==> config.mk <==
export PLATFORM = sky130hd
export DESIGN_NAME = prioc_top
export DESIGN_NICKNAME = d
export VERILOG_FILES = /design/src/logic/prioc_pkg.sv /design/src/logic/prioc_top.sv
export SDC_FILE = /design/constraint.sdc
export NUM_CORES = 1
export LEC_CHECK = 0
export ABC_AREA = 1
export BUFFER_PORTS_ARGS = -buffer_cell sky130_fd_sc_hd__buf_4
export CORE_MARGIN = 3
export CORE_UTILIZATION = 45
export DETAILED_ROUTE_END_ITERATION = 16
export PLACE_DENSITY = 0.79
export RECOVER_POWER = 100
export SYNTH_ARGS = -nofsm -noshare
export SYNTH_HDL_FRONTEND = slang
export SYNTH_SLANG_ARGS = --single-unit
==> constraint.sdc <==
create_clock -name CLK -period 4.55 [get_ports CLK]
set_input_delay 0.91 -clock CLK [delete_from_list [all_inputs] [get_ports CLK]]
set_output_delay 0.91 -clock CLK [all_outputs]
set_load 0.02 [all_outputs]
==> src/logic/prioc_pkg.sv <==
/*
  Constants for the programmable input and relay output logic: input and
  output function codes, register offsets and reset values.
  Assumes an AXI4-Lite slave with 32-bit data and byte addresses.
*/
package prioc_pkg;

  // Input function codes.
  localparam logic [3:0] IN_FREE = 4'h0;
  localparam logic [3:0] IN_ALT_PRESSURE = 4'h1;
  localparam logic [3:0] IN_SCHED_BYPASS = 4'h2;
  localparam logic [3:0] IN_LOAD_PERMIT = 4'h3;
  localparam logic [3:0] IN_REMOTE_LOAD = 4'h4;

  // Output function codes.
  localparam logic [3:0] OUT_FREE = 4'h0;
  localparam logic [3:0] OUT_OPERATING = 4'h1;
  localparam logic [3:0] OUT_ON_LOAD = 4'h2;
  localparam logic [3:0] OUT_OFF_LOAD = 4'h3;
  localparam logic [3:0] OUT_FAULT = 4'h4;
  localparam logic [3:0] OUT_WARNING = 4'h5;
  localparam logic [3:0] OUT_SERVICE = 4'h6;
  localparam logic [3:0] OUT_ALERT_SERVICE = 4'h7;
  localparam logic [3:0] OUT_ALL_CLEAR = 4'h8;
  localparam logic [3:0] OUT_FAR_START = 4'h9;
  localparam logic [3:0] OUT_RUNNING = 4'hA;

  // Register byte offsets.
  localparam logic [7:0] REG_IN_SEL = 8'h00;
  localparam logic [7:0] REG_OUT_SEL = 8'h04;
  localparam logic [7:0] REG_STATUS = 8'h08;
  localparam logic [7:0] REG_CTRL = 8'h0C;

  // Field layout: four bits of function code per channel.
  localparam int SEL_W = 4;
  localparam int NUM_IN = 5;
  localparam int NUM_OUT = 2;

  // Reset values: output 1 carries the fault function, output 2 free.
  localparam logic [19:0] IN_SEL_RST = 20'h00000;
  localparam logic [7:0] OUT_SEL_RST = {OUT_FREE, OUT_FAULT};

  // Status bit positions.
  localparam int ST_ALT = 0;
  localparam int ST_BYPASS = 1;
  localparam int ST_REMOTE = 2;
  localparam int ST_LOAD = 3;
  localparam int ST_LINE_WARN = 4;
  localparam int ST_RELAY0 = 5;
  localparam int ST_RELAY1 = 6;
  localparam int ST_SCHED_OFF = 7;

  // Control bit: writing one acknowledges the line-pressure warning.
  localparam int CT_ACK = 0;

  // AXI responses.
  localparam logic [1:0] RESP_OKAY = 2'h0;
  localparam logic [1:0] RESP_SLVERR = 2'h2;

endpackage

==> src/logic/prioc_top.sv <==
/*
  Programmable input and relay output function logic for a compressor
  controller, with remote pressure changeover and remote load control.
  Five contact inputs each take one input function from a select field.
  Two relay drives each take one output function from a select field.
  The select fields, a status word and an acknowledge bit are reached
  over an AXI4-Lite slave with one read and up to two writes under way at most.
  Assumes contact inputs are asynchronous and pass two flip-flops here,
  and compressor status inputs come from logic on the same clock.
  Assumes the line overpressure compare is made outside and arrives here
  as a level; this block only latches it into the sticky warning.
  Assumes the compressor acts on START_REQUEST as a level, so holding the
  bypass contact closed keeps asking for a start while the timer is off.
  Assumes CE stays high during bus traffic: a handshake that the bus sees
  while CE is low is not taken, since all state, the bus too, is frozen.
*/
// Function
// - Five inputs, each takes any input function.
// - Closed alt-pressure contact selects second range.
// - Bypass contact overrides timer, starts stopped compressor.
// - Alt-pressure contact disables second-range timer schedule.
// - Two relay outputs: changeover and normally open.
// - Reset: output 1 fault, output 2 free.
// - Each output selects functions independently.
// - Unassigned output is never energized.
// - Operating: motor on or compressor ready.
// - On-load and off-load follow load state exactly.
// - Fault function energized only without faults.
// - Warning function energized only without warnings.
// - Service function energized only without maintenance.
// - Alert-service: no warning and no maintenance.
// - All-clear: no warning, maintenance or fault.
// - Far-start-ready: compressor ready for remote start.
// - Running: motor actually running.
// - Load permit: load set only remotely.
// - Remote load active means on-load, else off-load.
// - Overpressure warns, cancels remote until acknowledged.
`timescale 1ns/1ps
module prioc_top
  import prioc_pkg::*;
#(
  parameter int N_IN = NUM_IN,
  parameter int N_OUT = NUM_OUT
) (
  // Clock, reset and enable.
  input wire logic CLK,
  input wire logic RESET_N,
  input wire logic CE,
  // Contact inputs, high when closed.
  input wire logic [N_IN-1:0] CONTACT_IN,
  // Compressor status.
  input wire logic MOTOR_ON,
  input wire logic MOTOR_RUNNING,
  input wire logic READY,
  input wire logic FAR_START_READY,
  input wire logic FAULT_ACTIVE,
  input wire logic WARNING_ACTIVE,
  input wire logic SERVICE_DUE,
  input wire logic LOCAL_LOAD,
  input wire logic TIMER_STOPPED,
  input wire logic LINE_OVERPRESSURE,
  // Control outputs to the compressor.
  output logic ALT_PRESSURE_SELECT,
  output logic SCHEDULE_BYPASS,
  output logic ALT_SCHEDULE_DISABLE,
  output logic START_REQUEST,
  output logic LOAD_CMD,
  output logic REMOTE_ACTIVE,
  output logic LINE_PRESSURE_WARN,
  // Relay drives: output 1 changeover, output 2 normally open.
  output logic RELAY_OUT1,
  output logic RELAY_OUT2,
  // AXI4-Lite slave.
  input wire logic [7:0] AWADDR,
  input wire logic AWVALID,
  output logic AWREADY,
  input wire logic [31:0] WDATA,
  input wire logic [3:0] WSTRB,
  input wire logic WVALID,
  output logic WREADY,
  output logic [1:0] BRESP,
  output logic BVALID,
  input wire logic BREADY,
  input wire logic [7:0] ARADDR,
  input wire logic ARVALID,
  output logic ARREADY,
  output logic [31:0] RDATA,
  output logic [1:0] RRESP,
  output logic RVALID,
  input wire logic RREADY
);

  ////////////////////////////////////////////////////////////////////////
  // State.

  // The whole state lives in one record so that CE can freeze it at once.
  typedef struct packed {
    // Two-stage synchroniser for the contact lines.
    logic [N_IN-1:0] sync1;
    logic [N_IN-1:0] sync2;
    // Function select fields, written by software.
    logic [19:0] in_sel;
    logic [7:0] out_sel;
    // Sticky line-pressure warning.
    logic line_warn;
    // Relay drives, registered so that a glitch never reaches a coil.
    logic [1:0] relay;
    // Control levels towards the compressor.
    logic alt;
    logic bypass;
    logic sched_off;
    logic start;
    logic load;
    logic remote;
    // Write channel holding registers.
    logic aw_have;
    logic [7:0] aw_addr;
    logic w_have;
    logic [31:0] w_data;
    logic [3:0] w_strb;
    logic bvalid;
    logic [1:0] bresp;
    // Read channel answer registers.
    logic rvalid;
    logic [1:0] rresp;
    logic [31:0] rdata;
  } prioc_state_t;

  prioc_state_t s_q;
  prioc_state_t s_d;

  ////////////////////////////////////////////////////////////////////////
  // Output function decode, one function per output.

  function automatic logic prioc_drive(input logic [3:0] sel,
                                       input logic load_now);
    logic r;
    r = 1'b0;
    unique case (sel)
      OUT_FREE: r = 1'b0;
      OUT_OPERATING: r = MOTOR_ON | READY;
      OUT_ON_LOAD: r = load_now;
      OUT_OFF_LOAD: r = ~load_now;
      OUT_FAULT: r = ~FAULT_ACTIVE;
      OUT_WARNING: r = ~WARNING_ACTIVE;
      OUT_SERVICE: r = ~SERVICE_DUE;
      OUT_ALERT_SERVICE: r = ~(WARNING_ACTIVE | SERVICE_DUE);
      OUT_ALL_CLEAR: begin
        r = ~(WARNING_ACTIVE | SERVICE_DUE | FAULT_ACTIVE);
      end
      OUT_FAR_START: r = FAR_START_READY;
      OUT_RUNNING: r = MOTOR_RUNNING;
      // Codes above the list are treated as unassigned.
      default: r = 1'b0;
    endcase
    return r;
  endfunction

  // Merged write data under byte strobes.
  function automatic logic [31:0] prioc_merge(input logic [31:0] old,
                                              input logic [31:0] nw,
                                              input logic [3:0] strb);
    logic [31:0] m;
    m = old;
    for (int b = 0; b < 4; b++) begin
      if (strb[b]) begin
        m[b*8 +: 8] = nw[b*8 +: 8];
      end
    end
    return m;
  endfunction

  ////////////////////////////////////////////////////////////////////////
  // Next-state logic.

  always_comb begin
    logic [31:0] merged;
    logic [3:0] fsel;
    logic any_alt;
    logic any_byp;
    logic any_permit;
    logic any_rload;
    logic ack;
    logic load_now;
    merged = 32'h0000_0000;
    fsel = 4'h0;
    any_alt = 1'b0;
    any_byp = 1'b0;
    any_permit = 1'b0;
    any_rload = 1'b0;
    ack = 1'b0;
    s_d = s_q;
    // Contacts cross in through two flip-flops.
    s_d.sync1 = CONTACT_IN;
    s_d.sync2 = s_q.sync1;

    // Each input ORs into the function it is assigned.
    // Two inputs given one function act as a wired OR of their contacts,
    // so a spare terminal can be paralleled without software help.
    // Only synchronised contacts are read; the first stage never is.
    for (int i = 0; i < N_IN; i++) begin
      fsel = s_q.in_sel[i*SEL_W +: SEL_W];
      if (s_q.sync2[i]) begin
        any_alt = any_alt | (fsel == IN_ALT_PRESSURE);
        any_byp = any_byp | (fsel == IN_SCHED_BYPASS);
        any_permit = any_permit | (fsel == IN_LOAD_PERMIT);
        any_rload = any_rload | (fsel == IN_REMOTE_LOAD);
      end
    end

    // Write channel: take address and data in either order.
    // Each half is held until both are present; the write then executes
    // in one cycle and the readies rise again only after that, so a
    // second write cannot overtake a response still being returned.
    if (AWVALID && !s_q.aw_have) begin
      s_d.aw_have = 1'b1;
      s_d.aw_addr = AWADDR;
    end
    if (WVALID && !s_q.w_have) begin
      s_d.w_have = 1'b1;
      s_d.w_data = WDATA;
      s_d.w_strb = WSTRB;
    end
    if (s_q.aw_have && s_q.w_have && !s_q.bvalid) begin
      s_d.aw_have = 1'b0;
      s_d.w_have = 1'b0;
      s_d.bvalid = 1'b1;
      s_d.bresp = RESP_OKAY;
      unique case (s_q.aw_addr)
        REG_IN_SEL: begin
          merged = prioc_merge({12'h000, s_q.in_sel}, s_q.w_data,
                               s_q.w_strb);
          s_d.in_sel = merged[19:0];
        end
        REG_OUT_SEL: begin
          merged = prioc_merge({24'h000000, s_q.out_sel}, s_q.w_data,
                               s_q.w_strb);
          s_d.out_sel = merged[7:0];
        end
        REG_CTRL: begin
          // Only a one in bit zero under its strobe acknowledges.
          ack = s_q.w_strb[0] & s_q.w_data[CT_ACK];
        end
        REG_STATUS: begin
          // Status is read-only; the write is answered and dropped.
          ack = 1'b0;
        end
        default: s_d.bresp = RESP_SLVERR;
      endcase
    end
    if (s_q.bvalid && BREADY) begin
      s_d.bvalid = 1'b0;
    end

    // Read channel: answer one cycle after the address is taken.
    // The data register is loaded only when no answer stands, so the
    // word that the master sees cannot change under a stalled RREADY.
    if (ARVALID && !s_q.rvalid) begin
      s_d.rvalid = 1'b1;
      s_d.rresp = RESP_OKAY;
      unique case (ARADDR)
        REG_IN_SEL: s_d.rdata = {12'h000, s_q.in_sel};
        REG_OUT_SEL: s_d.rdata = {24'h000000, s_q.out_sel};
        REG_STATUS: begin
          s_d.rdata = 32'h0000_0000;
          s_d.rdata[ST_ALT] = s_q.alt;
          s_d.rdata[ST_BYPASS] = s_q.bypass;
          s_d.rdata[ST_REMOTE] = s_q.remote;
          s_d.rdata[ST_LOAD] = s_q.load;
          s_d.rdata[ST_LINE_WARN] = s_q.line_warn;
          s_d.rdata[ST_RELAY0] = s_q.relay[0];
          s_d.rdata[ST_RELAY1] = s_q.relay[1];
          s_d.rdata[ST_SCHED_OFF] = s_q.sched_off;
        end
        REG_CTRL: s_d.rdata = 32'h0000_0000;
        default: begin
          s_d.rdata = 32'h0000_0000;
          s_d.rresp = RESP_SLVERR;
        end
      endcase
    end else if (s_q.rvalid && RREADY) begin
      s_d.rvalid = 1'b0;
    end

    // Overpressure sets the warning; it wins over the acknowledge.
    // An acknowledge while the pressure is still high would otherwise
    // hand load control back to the remote contacts too early.
    if (LINE_OVERPRESSURE) begin
      s_d.line_warn = 1'b1;
    end else if (ack) begin
      s_d.line_warn = 1'b0;
    end

    // Pressure range and timer handling from the contacts.
    s_d.alt = any_alt;
    s_d.sched_off = any_alt;
    s_d.bypass = any_byp;
    s_d.start = any_byp & TIMER_STOPPED;

    // Remote load control holds only while no line warning stands.
    // The next warning value is used, so remote control drops in the
    // same cycle as the warning rises and never lags it by one edge.
    s_d.remote = any_permit & ~s_d.line_warn;
    load_now = s_d.remote ? any_rload : LOCAL_LOAD;
    s_d.load = load_now;

    // Relays follow status every cycle.
    // Load-based functions use the same load value as LOAD_CMD, so the
    // on-load relay and the load command always change on one edge.
    for (int o = 0; o < N_OUT; o++) begin
      s_d.relay[o] = prioc_drive(s_q.out_sel[o*SEL_W +: SEL_W],
                                 load_now);
    end
  end

  ////////////////////////////////////////////////////////////////////////
  // State register; CE low freezes everything.
  // Reset loads only constants: select fields take their delivery values,
  // and all relays are off until the first edge after release.

  always_ff @(posedge CLK or negedge RESET_N) begin
    if (!RESET_N) begin
      s_q <= '0;
      s_q.in_sel <= IN_SEL_RST;
      s_q.out_sel <= OUT_SEL_RST;
    end else if (CE) begin
      s_q <= s_d;
    end
  end

  ////////////////////////////////////////////////////////////////////////
  // Outputs.
  // All data outputs come straight from flip-flops; only the readies are
  // decoded, and those from registered flags alone.

  assign ALT_PRESSURE_SELECT = s_q.alt;
  assign SCHEDULE_BYPASS = s_q.bypass;
  assign ALT_SCHEDULE_DISABLE = s_q.sched_off;
  assign START_REQUEST = s_q.start;
  assign LOAD_CMD = s_q.load;
  assign REMOTE_ACTIVE = s_q.remote;
  assign LINE_PRESSURE_WARN = s_q.line_warn;
  // Relay 1 drives the changeover coil, relay 2 the NO coil.
  assign RELAY_OUT1 = s_q.relay[0];
  assign RELAY_OUT2 = s_q.relay[1];
  // Ready while nothing is held; a held pair waits for the response.
  assign AWREADY = ~s_q.aw_have;
  assign WREADY = ~s_q.w_have;
  assign BVALID = s_q.bvalid;
  assign BRESP = s_q.bresp;
  assign ARREADY = ~s_q.rvalid;
  assign RVALID = s_q.rvalid;
  assign RRESP = s_q.rresp;
  assign RDATA = s_q.rdata;

endmodule

==> results by group, run 1 <==
Drt
  – Number of detailed-route iterations in the first pass: 7
  – WL per Instance: 14.41 um
  – Vias per cell: 5.137
  – DR top layer: met4
  – Antenna-violating nets left: 0
  – Drt total wl: 11140 um
  – Metal1 wirelength: 4995 um
  – # DRC: 0
  – First DRT Iteration DRCs: 259
  – Via count: 3971
  – Routed wl met3: 855 um
  – Total length of routed met2 wires: 5160 um

Synth
  – Most instantiated library cell after synthesis: nand2_1
  – Yosys warns: 0
  – Post-synthesis cell count: 560
  – Cell taking the most area after synthesis: dfrtp_1
  – Syn Area/Cell: 8.886 um^2
  – Asr flop ratio synth: 1.000
  – Top cells by area in the synthesized netlist: dfrtp_1, nand2_1, buf_4
  – Synth top area share: 0.5129
  – Number of flops mapped to enable cells by yosys: 0
  – Post-synth top cells: nand2_1, dfrtp_1, inv_1, nor2_1, buf_4
  – Mapped cell area: 4976 um^2
  – Main synth FF type: dfrtp_1
  – Register area share after synthesis: 0.5182
  – Post-synth cell types: 34
  – Post-synthesis register bit count: 103

STA
  – Max_slew headroom: -0.08847
  – RSZ-0062 raised after global routing: false
  – Clk_skew: 0.01287 ns
  – Slew Limit Fails: 69
  – Measured slew at the worst slew-check pin: 1.633 ns
  – Slack of the critical path: 1.299 ns
  – Crit share post-route: 0.7145
  – Setup TNS: 0 ns
  – Min Tclk post-route: 3.251 ns
  – Hold Vio Cnt, Final: 0
  – Final setup vio count: 0
  – F_max: 0.3076 GHz

Floorplanning
  – Top-level I/O count: 125
  – Vert. Die Dim: 111.2 um
  – Core area: 10560 um^2
  – Die area: 12360 um^2
  – Initial Utilization: 0.4714
  – Row Count: 37
  – Die width: 111.2 um

Finish
  – Number of diodes: 0
  – Non-filler cells, final: 773
  – Layout cells sized above 1: 0.1821
  – Synth-to-Final Area Change: 12.97%
  – Filler Cells Inserted: 997
  – Layout Nets: 707

Power and ir drop
  – Pleak: 2.754 nW
  – PD cells: 418.6 nW/um^2
  – Tot Pwr: 2.353 mW
  – Maximum ir drop on the vdd rail: 306.0 uV

Placement
  – Post-place setup slack: 1.875 ns
  – Port Buffers: 97
  – Post-detail-place hpwl: 8388 um
  – Gp weighted congestion: 0.8819
  – Placed insts: 757

Clock tree
  – CTS Hold Bufs: 0
  – Postcts setup bufs: 0
  – Clock sinks: 103
  – Num CTS Buffers: 9
  – CTS tree: built
  – CTS H-tree lvls: 3
  – Clock Tree Buf Depth: 2
  – Worst-skew pair later-pin latency: 0.36 ns
  – Root Driver: clkbuf_8
  – Clock transition at path regs: 0.10 ns
  – Post-CTS Resized: 0

Global routing
  – GRT Util Overall: 0.1837
  – Number of global-route vias before repair: 3901
  – First-pass GRT wire length: 18660 um
  – Largest net degree at the start of global routing: 69
  – Initial antenna violation count: 0
  – GRT Residual Overflow: 0

Worst hold path
  – Worst-case hold path end point: s_d[125]
  – Hold WC Path Type: flip-flop to flip-flop
  – Hold path startpoint: s_d[125]
  – Hold Crit Depth: 2

Worst setup path
  – Largest fanout on the critical path: 24
  – CP Launch Type: primary input
  – CP Capture Type: flip-flop
  – Kind of critical path: primary input to flip-flop
  – Reg2reg path depth: 8
  – R2R Path End: s_q[120]
  – WP data arrival: 3.50 ns
  – Worst Path Required: 4.80 ns
  – Crit Reg-Reg Startpoint: BVALID
  – R2R setup slack: 2.54 ns

Flow run
  – Max Cap Violations: 1

Status
  – Failing checks: max-capacitance violations, max-slew violations
  – Outcome: complete, but fails checks
==> cell type report <==
| class | count | area (um^2) | share of cell area |
|---|---|---|---|
| Inverter | 57 | 214.0 | 0.03806 |
| Clock buffer | 10 | 137.6 | 0.02448 |
| Clock inverter | 6 | 75.07 | 0.01335 |
| Tap cell | 136 | 170.2 | 0.03027 |
| Timing Repair Buffer | 99 | 601.8 | 0.1071 |
| Sequential cell | 103 | 2579 | 0.4587 |
| Multi-Input combinational cell | 362 | 1844 | 0.3281 |
==> kinds of logic (layout without fill, tap and decap cells) <==
kind of cell,Yosys count,after routing,share of synthesized area
flops,103,103,0.5182
mux,22,22,0.04979
buf+inv,108,172,0.1129
simple gates,240,240,0.2082
compound gates,86,86,0.1101
other cells,1,14,0.0007536
==> how the worst max path moves through the flow <==
stage	startpoint	to	slack [ns]	depth (start not counted)
global placement	CE	s_q[112]	1.90	8
CTS	CE	s_q[103]	2.24	8
floorplan	CE	s_q[106]	2.40	9
detailed placement	CE	s_q[110]	1.87	8
global route	CE	s_q[120]	1.00	8
finish	CE	s_q[120]	1.30	8
==> critical path: stages <==
cell      delay (ns)
clkbuf_1        0.81
inv_2           0.37
nor2_1          0.24
inv_1           0.13
nor4_4          0.42
nand2_1         0.29
nor2_1          0.24
a21oi_1         0.06
==> where the power goes <==
part	switching, mW	internal [mW]	total (mW)
clock	0.328	0.278	0.606
sequential	0.140	1.11	1.25
combinational	0.290	0.205	0.495
total	0.759	1.59	2.35
==> cell usage in the layout, fill, tap and decap left out, types with 3 or more instances in the layout <==
cell type / netlist / layout
nor2_1: 53 / 56
nand2_1: 127 / 129
clkbuf_8: 0 / 10
mux2_2: 22 / 22
clkbuf_1: 9 / 37
nor3_1: 5 / 5
nand3_1: 31 / 31
o221ai_1: 3 / 3
inv_1: 53 / 54
a21oi_2: 6 / 6
dfrtp_1: 102 / 102
a21oi_1: 15 / 15
a31oi_1: 4 / 4
o21ai_0: 30 / 36
o22ai_1: 4 / 4
o31ai_1: 9 / 9
conb_1: 1 / 14
nand4_1: 14 / 14
buf_4: 37 / 60
==> sequential cells by signal (all words and copies together) (netlist names) <==
| name | count |
|---|---|
| s_q | 66 |
| RDATA | 20 |
| s_d | 5 |
| ALT_SCHEDULE_DISABLE | 1 |
| BRESP | 1 |
| BVALID | 1 |
| LINE_PRESSURE_WARN | 1 |
| LOAD_CMD | 1 |
| RELAY_OUT1 | 1 |
| RELAY_OUT2 | 1 |
| REMOTE_ACTIVE | 1 |
| RRESP | 1 |
| RVALID | 1 |
| SCHEDULE_BYPASS | 1 |
| START_REQUEST | 1 |
==> routing by layer <==
metal | track usage | vias to the layer above
met1 | 0.2478 | 1860
met2 | 0.2949 | 174
met5 | 0 | -
met3 | 0.04640 | 7
li1 | - | 1930
met4 | 0.05434 | 0
==> metrics by stage <==
stage          hold slack (ns)  utilization  cell area (um^2)
6_report                0.4805       0.5326              5622
5_1_grt                 0.5226       0.5326              5622
4_1_cts                 0.4841       0.5498              5803
3_5_place_dp            0.4590       0.5296              5590
3_3_place_gp            0.4576       0.5296              5590
2_1_floorplan           0.4422            -              5025
Note: power is estimated with default switching activity, not from simulation.
==> inputs of run 2 (changes only) <==
--- a/config.mk
+++ b/config.mk
@@ -10,7 +10,7 @@
 export CORE_MARGIN = 3
 export CORE_UTILIZATION = 45
 export DETAILED_ROUTE_END_ITERATION = 16
-export PLACE_DENSITY = 0.79
+export PLACE_DENSITY = 0.82
 export RECOVER_POWER = 100
 export SYNTH_ARGS = -nofsm -noshare
 export SYNTH_HDL_FRONTEND = slang
==> constraint.sdc (replaced) <==
create_clock -name CLK -period 2.7 [get_ports CLK]
set_input_delay 0.54 -clock CLK [delete_from_list [all_inputs] [get_ports CLK]]
set_output_delay 0.54 -clock CLK [all_outputs]
set_load 0.02 [all_outputs]
==> run 2 against run 1 <==
Net effect:
- the run now ends clean
- critical path type unchanged
- die area stayed put
- clock skew is 0.0043 ns lower
- flip-flop and latch count stayed put
- clock power is 95% higher
- worst hold slack worse by 0.098 ns
- critical path depth is 3 lower
- critical endpoint is now RDATA[9]
- design area is 1.3% higher
- largest cell class unchanged
- power is 76% higher
- setup slack worse by 0.64 ns
- final cell count is 0.65% higher
- routed wire length is 4.9% higher
==> results by group, run 2 (same netlist as run 1, synthesis figures left out) <==
Finish
  – Non-filler cells, final: 778
  – Number of diodes: 0
  – Max reg flops: 66
  – Commonest non-fill, non-tap cell in the layout: nand2_1
  – Post-layout util: 0.5396
  – Layout cells sized above 1: 0.1791
  – Layout Nets: 712
  – Reg with most FFs: s_q
  – Synth-to-Final Area Change: 14.46%
  – Most frequent cells in the layout: nand2_1, dfrtp_1, buf_4

Drt
  – WL per Instance: 15.02 um
  – Via count: 4100
  – # DRC: 0
  – Number of detailed-route iterations in the first pass: 5
  – Vias per cell: 5.270
  – Antenna-violating nets left: 0
  – Drt total wl: 11680 um
  – First DRT Iteration DRCs: 278

STA
  – RSZ-0062 raised after global routing: false
  – Slew Limit Fails: 0
  – Setup TNS: 0 ns
  – Hold Vio Cnt, Final: 0
  – Hold slack: 0.3823 ns
  – Measured slew at the worst slew-check pin: 1.282 ns
  – Clk_skew: 0.008612 ns
  – Max_slew headroom: 0.1456
  – Crit share post-route: 0.7559
  – Min Tclk post-route: 2.041 ns
  – Final setup vio count: 0
  – F_max: 0.4899 GHz
  – Slack of the critical path: 0.6590 ns

Placement
  – Placed insts: 762
  – Port Buffers: 97
  – Gp weighted congestion: 0.9240
  – Post-detail-place hpwl: 8790 um
  – Post-place setup slack: 0.5429 ns

Floorplanning
  – Vert. Die Dim: 111.2 um
  – Die width: 111.2 um
  – Core area: 10560 um^2
  – Die area: 12360 um^2
  – Top-level I/O count: 125
  – Initial Utilization: 0.4714
  – Row Count: 37

Clock tree
  – Worst-skew pair later-pin latency: 0.36 ns
  – Clock sinks: 103
  – Num CTS Buffers: 9
  – Clock transition at path regs: 0.09 ns
  – Postcts setup bufs: 0
  – Clock Tree Buf Depth: 2
  – Root Driver: clkbuf_8
  – CTS tree: built
  – CTS H-tree lvls: 3
  – Post-CTS Resized: 0
  – CTS Hold Bufs: 0

Worst setup path
  – CP Capture Type: flip-flop
  – Largest fanout on the critical path: 22
  – CP Launch Type: primary input
  – WP data arrival: 2.29 ns
  – Worst Path Required: 2.94 ns
  – Kind of critical path: primary input to flip-flop

Global routing
  – Initial antenna violation count: 0
  – First-pass GRT wire length: 19400 um
  – Number of global-route vias before repair: 4058
  – GRT Util Overall: 0.1913
  – Largest net degree at the start of global routing: 56
  – GRT Residual Overflow: 0

Status
  – Outcome: finished clean

Power and ir drop
  – Maximum ir drop on the vdd rail: 419.7 uV
  – Pleak: 2.792 nW
  – PD cells: 725.8 nW/um^2

Flow run
  – Max Cap Violations: 0

Worst hold path
  – Hold WC Path Type: primary input to flip-flop
run 2: area by class of cell:
cell class | count | area (um^2)
Clock inverter | 5 | 103.9
Timing Repair Buffer | 104 | 636.9
Clock buffer | 11 | 151.4
Multi-Input combinational cell | 362 | 1841
Fill cell | 999 | 4860
Inverter | 57 | 214.0
Sequential cell | 103 | 2579
Tap cell | 136 | 170.2
run 2: worst max-delay path, cell delays in order:
cell and delay, ns:
clkbuf_1 0.42, buf_4 0.29, nand3_1 0.35, buf_4 0.35, o31ai_1 0.33
run 2: power by group:
part / internal (mW) / switching (mW) / total (mW)
clock: 0.667 / 0.512 / 1.18
sequential: 1.87 / 0.236 / 2.11
combinational: 0.348 / 0.498 / 0.846
run 2: final timing paths:
kind                                    start  endpoint  slack, ns  cells after the start
worst min register to register       s_d[121]  s_d[121]       0.48                      2
min in group asynchronous             RESET_N  s_q[112]       0.44                      1
worst max-delay path                       CE  RDATA[9]       0.66                      5
worst min-delay path            CONTACT_IN[0]  s_d[121]       0.38                      3
worst max register to register        s_q[76]  s_q[110]       0.81                      6
max in group asynchronous             RESET_N   s_q[95]       1.29                      2
run 2: routing by layer:
| layer | vias up | routed length (um) | track usage | part of all wire |
|---|---|---|---|---|
| li1 | 1937 | - | - | - |
| met1 | 1902 | 4982 | 0.2549 | 0.43 |
| met2 | 219 | 5336 | 0.3034 | 0.46 |
| met3 | 42 | 993 | 0.03985 | 0.085 |
| met4 | 0 | 372 | 0.08354 | 0.032 |
| met5 | - | 0 | 0 | 0 |
run 2: per-stage QoR:
step | instance area [um^2] | power, mW
2_1_floorplan | 5025 | 2.713
3_3_place_gp | 5640 | 2.993
3_5_place_dp | 5640 | 3.057
4_1_cts | 5896 | 4.241
5_1_grt | 5695 | 4.369
6_report | 5695 | 4.134
==> inputs of run 3 (changes only) <==
--- a/config.mk
+++ b/config.mk
@@ -5,7 +5,7 @@
 export SDC_FILE = /design/constraint.sdc
 export NUM_CORES = 1
 export LEC_CHECK = 0
-export ABC_AREA = 1
+export ABC_AREA = 0
 export BUFFER_PORTS_ARGS = -buffer_cell sky130_fd_sc_hd__buf_4
 export CORE_MARGIN = 3
 export CORE_UTILIZATION = 45
==> constraint.sdc (replaced) <==
create_clock -name CLK -period 1.7 [get_ports CLK]
set_input_delay 0.34 -clock CLK [delete_from_list [all_inputs] [get_ports CLK]]
set_output_delay 0.34 -clock CLK [all_outputs]
set_load 0.02 [all_outputs]
==> run 3 against run 2 <==
Net effect:
- the flow now finishes with violations (negative setup slack)
- clock power is 35% higher
- register-to-register slack worse by 1.1 ns
- design area is 11% higher
- via count is 6.7% lower
- die area is 1.8% lower
- worst hold slack worse by 0.18 ns
- routed wire length is 6.7% higher
- non-clock buffer count is 59 higher
- largest power group unchanged
- highest routed layer unchanged
==> results by group, run 3 <==
Placement
  – Gp weighted congestion: 0.9179
  – Port Buffers: 97
  – Post-detail-place hpwl: 8922 um
  – Post-place setup slack: -0.4834 ns

Worst setup path
  – WP data arrival: 2.26 ns
  – CP Capture Type: flip-flop
  – Worst Setup SP: s_q[97]
  – Kind of critical path: flip-flop to flip-flop
  – Largest fanout on the critical path: 6
  – Crit Reg-Reg Startpoint: s_q[97]
  – CP Launch Type: flip-flop
  – Worst Path Required: 1.93 ns
  – R2R Path End: RELAY_OUT2
  – Reg2reg path depth: 6
  – Setup crit end: RELAY_OUT2
  – R2R setup slack: -0.33 ns

Global routing
  – First-pass GRT wire length: 19320 um
  – Initial antenna violation count: 0
  – GRT Util Overall: 0.2057
  – Largest net degree at the start of global routing: 44
  – GRT Residual Overflow: 0
  – Number of global-route vias before repair: 3916

Floorplanning
  – Die area: 12140 um^2
  – Vert. Die Dim: 110.2 um
  – Row Count: 37
  – Die width: 110.2 um
  – Core area: 10420 um^2
  – Top-level I/O count: 125
  – Initial Utilization: 0.4687

Clock tree
  – CTS tree: built
  – Worst-skew pair later-pin latency: 0.36 ns
  – Clock Tree Buf Depth: 2
  – Clock transition at path regs: 0.10 ns
  – Num CTS Buffers: 9
  – CTS H-tree lvls: 3
  – Clock sinks: 103
  – Root Driver: clkbuf_8

Drt
  – Drt total wl: 12470 um
  – Number of detailed-route iterations in the first pass: 6
  – WL per Instance: 17.92 um
  – # DRC: 0
  – Antenna-violating nets left: 0
  – First DRT Iteration DRCs: 247
  – Via count: 3825
  – Vias per cell: 5.496

STA
  – RSZ-0062 raised after global routing: true
  – Slew Limit Fails: 0
  – Crit share post-route: 1.195
  – Clk_skew: 0.01585 ns
  – Setup TNS: -6.820 ns
  – Max_slew headroom: 0.4089
  – Hold Vio Cnt, Final: 0
  – Min Tclk post-route: 2.031 ns
  – Final setup vio count: 59
  – F_max: 0.4924 GHz
  – Slack of the critical path: -0.3309 ns
  – Hold slack: 0.2047 ns
  – Measured slew at the worst slew-check pin: 0.8866 ns

Worst hold path
  – Hold WC Path Type: primary input to flip-flop

Synth
  – Synth top area share: 0.5228
  – Post-synthesis register bit count: 103
  – Post-synth top cells: dfrtp_1, mux2_2, buf_4, nand2_1, a21oi_1
  – Number of flops mapped to enable cells by yosys: 0
  – Asr flop ratio synth: 1.000
  – Main synth FF type: dfrtp_1
  – Most instantiated library cell after synthesis: dfrtp_1
  – Top cells by area in the synthesized netlist: dfrtp_1, mux2_2, buf_4
  – Mapped cell area: 4882 um^2
  – Cell taking the most area after synthesis: dfrtp_1
  – Syn Area/Cell: 11.57 um^2
  – Post-synthesis cell count: 422
  – Post-synth cell types: 48
  – Register area share after synthesis: 0.5282
  – Yosys warns: 0

Power and ir drop
  – Tot Pwr: 6.901 mW
  – Power Internal: 4.765 mW
  – Share of total power in combinational logic: 0.272
  – Maximum ir drop on the vdd rail: 736.9 uV
  – Pleak: 2.938 nW
  – Net Sw Frac: 0.3095
  – PD cells: 1095 nW/um^2
  – P_sw: 2.136 mW
  – Clock power share: 0.231
  – Sequential power share: 0.497

Flow run
  – Max Cap Violations: 0

Finish
  – Layout cells sized above 1: 0.4446
  – Synth-to-Final Area Change: 29.09%
  – Layout Nets: 630
  – Commonest non-fill, non-tap cell in the layout: buf_4
  – Footprint of the multi-input gates: 2170 um^2
  – Storage cell area: 2581 um^2
  – Filler Cells Inserted: 856
  – Post-layout util: 0.6050
  – Most frequent cells in the layout: buf_4, dfrtp_1, mux2_2
  – Reg with most FFs: s_q
  – Number of diodes: 0
  – Max reg flops: 66

Status
  – Failing checks: negative setup slack
  – Outcome: complete, but fails checks
-- run 3: cell types whose count changed after synthesis, moves of 7 or more --
cell     before  now
mux2_2       22   67
o31ai_1       9    2
o21ai_2       8    0
a22o_2        0   10
nand3_1      31    7
nor2_1       53   16
nand4_1      14    2
inv_1        53   13
nand2_1     127   37
o21ai_0      30   13
mux2i_1       0    7
-- run 3: area by class of cell --
class,instances,area share
tap,136,0.02700
sequential,103,0.4096
inverter,13,0.007743
multi-input combinational,265,0.3443
clock buffer,14,0.02740
timing repair buffer,163,0.1781
clock inverter,2,0.005956
-- run 3: layer usage --
layer  track usage  part of all wire  routed length (um)
met3       0.03902             0.076                 950
met5             0                 0                   0
met4       0.07124             0.026                 323
met1        0.2675              0.41                5094
met2        0.3458              0.49                6104
-- run 3: worst min path at each step --
| stage | from | end | cells past startpoint |
|---|---|---|---|
| after floorplan | RESET_N | ALT_SCHEDULE_DISABLE | 0 |
| after global placement | RESET_N | s_q[97] | 1 |
| after detailed placement | RESET_N | s_q[98] | 1 |
| after CTS | AWADDR[1] | s_q[76] | 2 |
| after global routing | AWADDR[7] | s_q[82] | 2 |
| final | WDATA[4] | s_q[46] | 2 |
-- run 3: power groups by stage --
| stage | registers [mW] | clock network, mW | logic, mW |
|---|---|---|---|
| after floorplan | 3.38 | 0 | 1.01 |
| after global placement | 3.39 | 0 | 1.75 |
| after detailed placement | 3.42 | 0 | 1.83 |
| after CTS | 3.42 | 1.63 | 1.90 |
| after global routing | 3.50 | 1.72 | 2.02 |
| final | 3.43 | 1.59 | 1.88 |
-- run 3: logic make-up after synthesis --
logic type	after synthesis	synth area share
AO/OA/AOI/OAI	76	0.1092
buffers and inverters	67	0.08406
multiplexers	74	0.1689
flip-flops	103	0.5282
other	1	0.0007681
AND/OR/NAND/NOR	101	0.1089
-- run 3: per-stage QoR --
stage / cell area (um^2) / instances
5_1_grt: 6302 / 696
6_report: 6302 / 696
3_5_place_dp: 5981 / 669
4_1_cts: 6352 / 690
2_1_floorplan: 4987 / 435
3_3_place_gp: 5981 / 669
-- run 3: worst max-delay path: stages (launching register included) --
cell and delay [ns]:
dfrtp_1 0.43, buf_4 0.18, inv_1 0.09, o41ai_1 0.40, a311o_1 0.32, a21oi_1 0.12
nor4_2 0.36
-- run 3: repair_timing --
item | 4_1_cts | 5_1_grt
buffers inserted | 4 | 6
setup endpoints to repair | 30 | 43
hold buffers | 1 | 0
hold endpoints to repair | 21 | 0
pin swaps | 12 | 11
gates resized for setup | 28 | 23
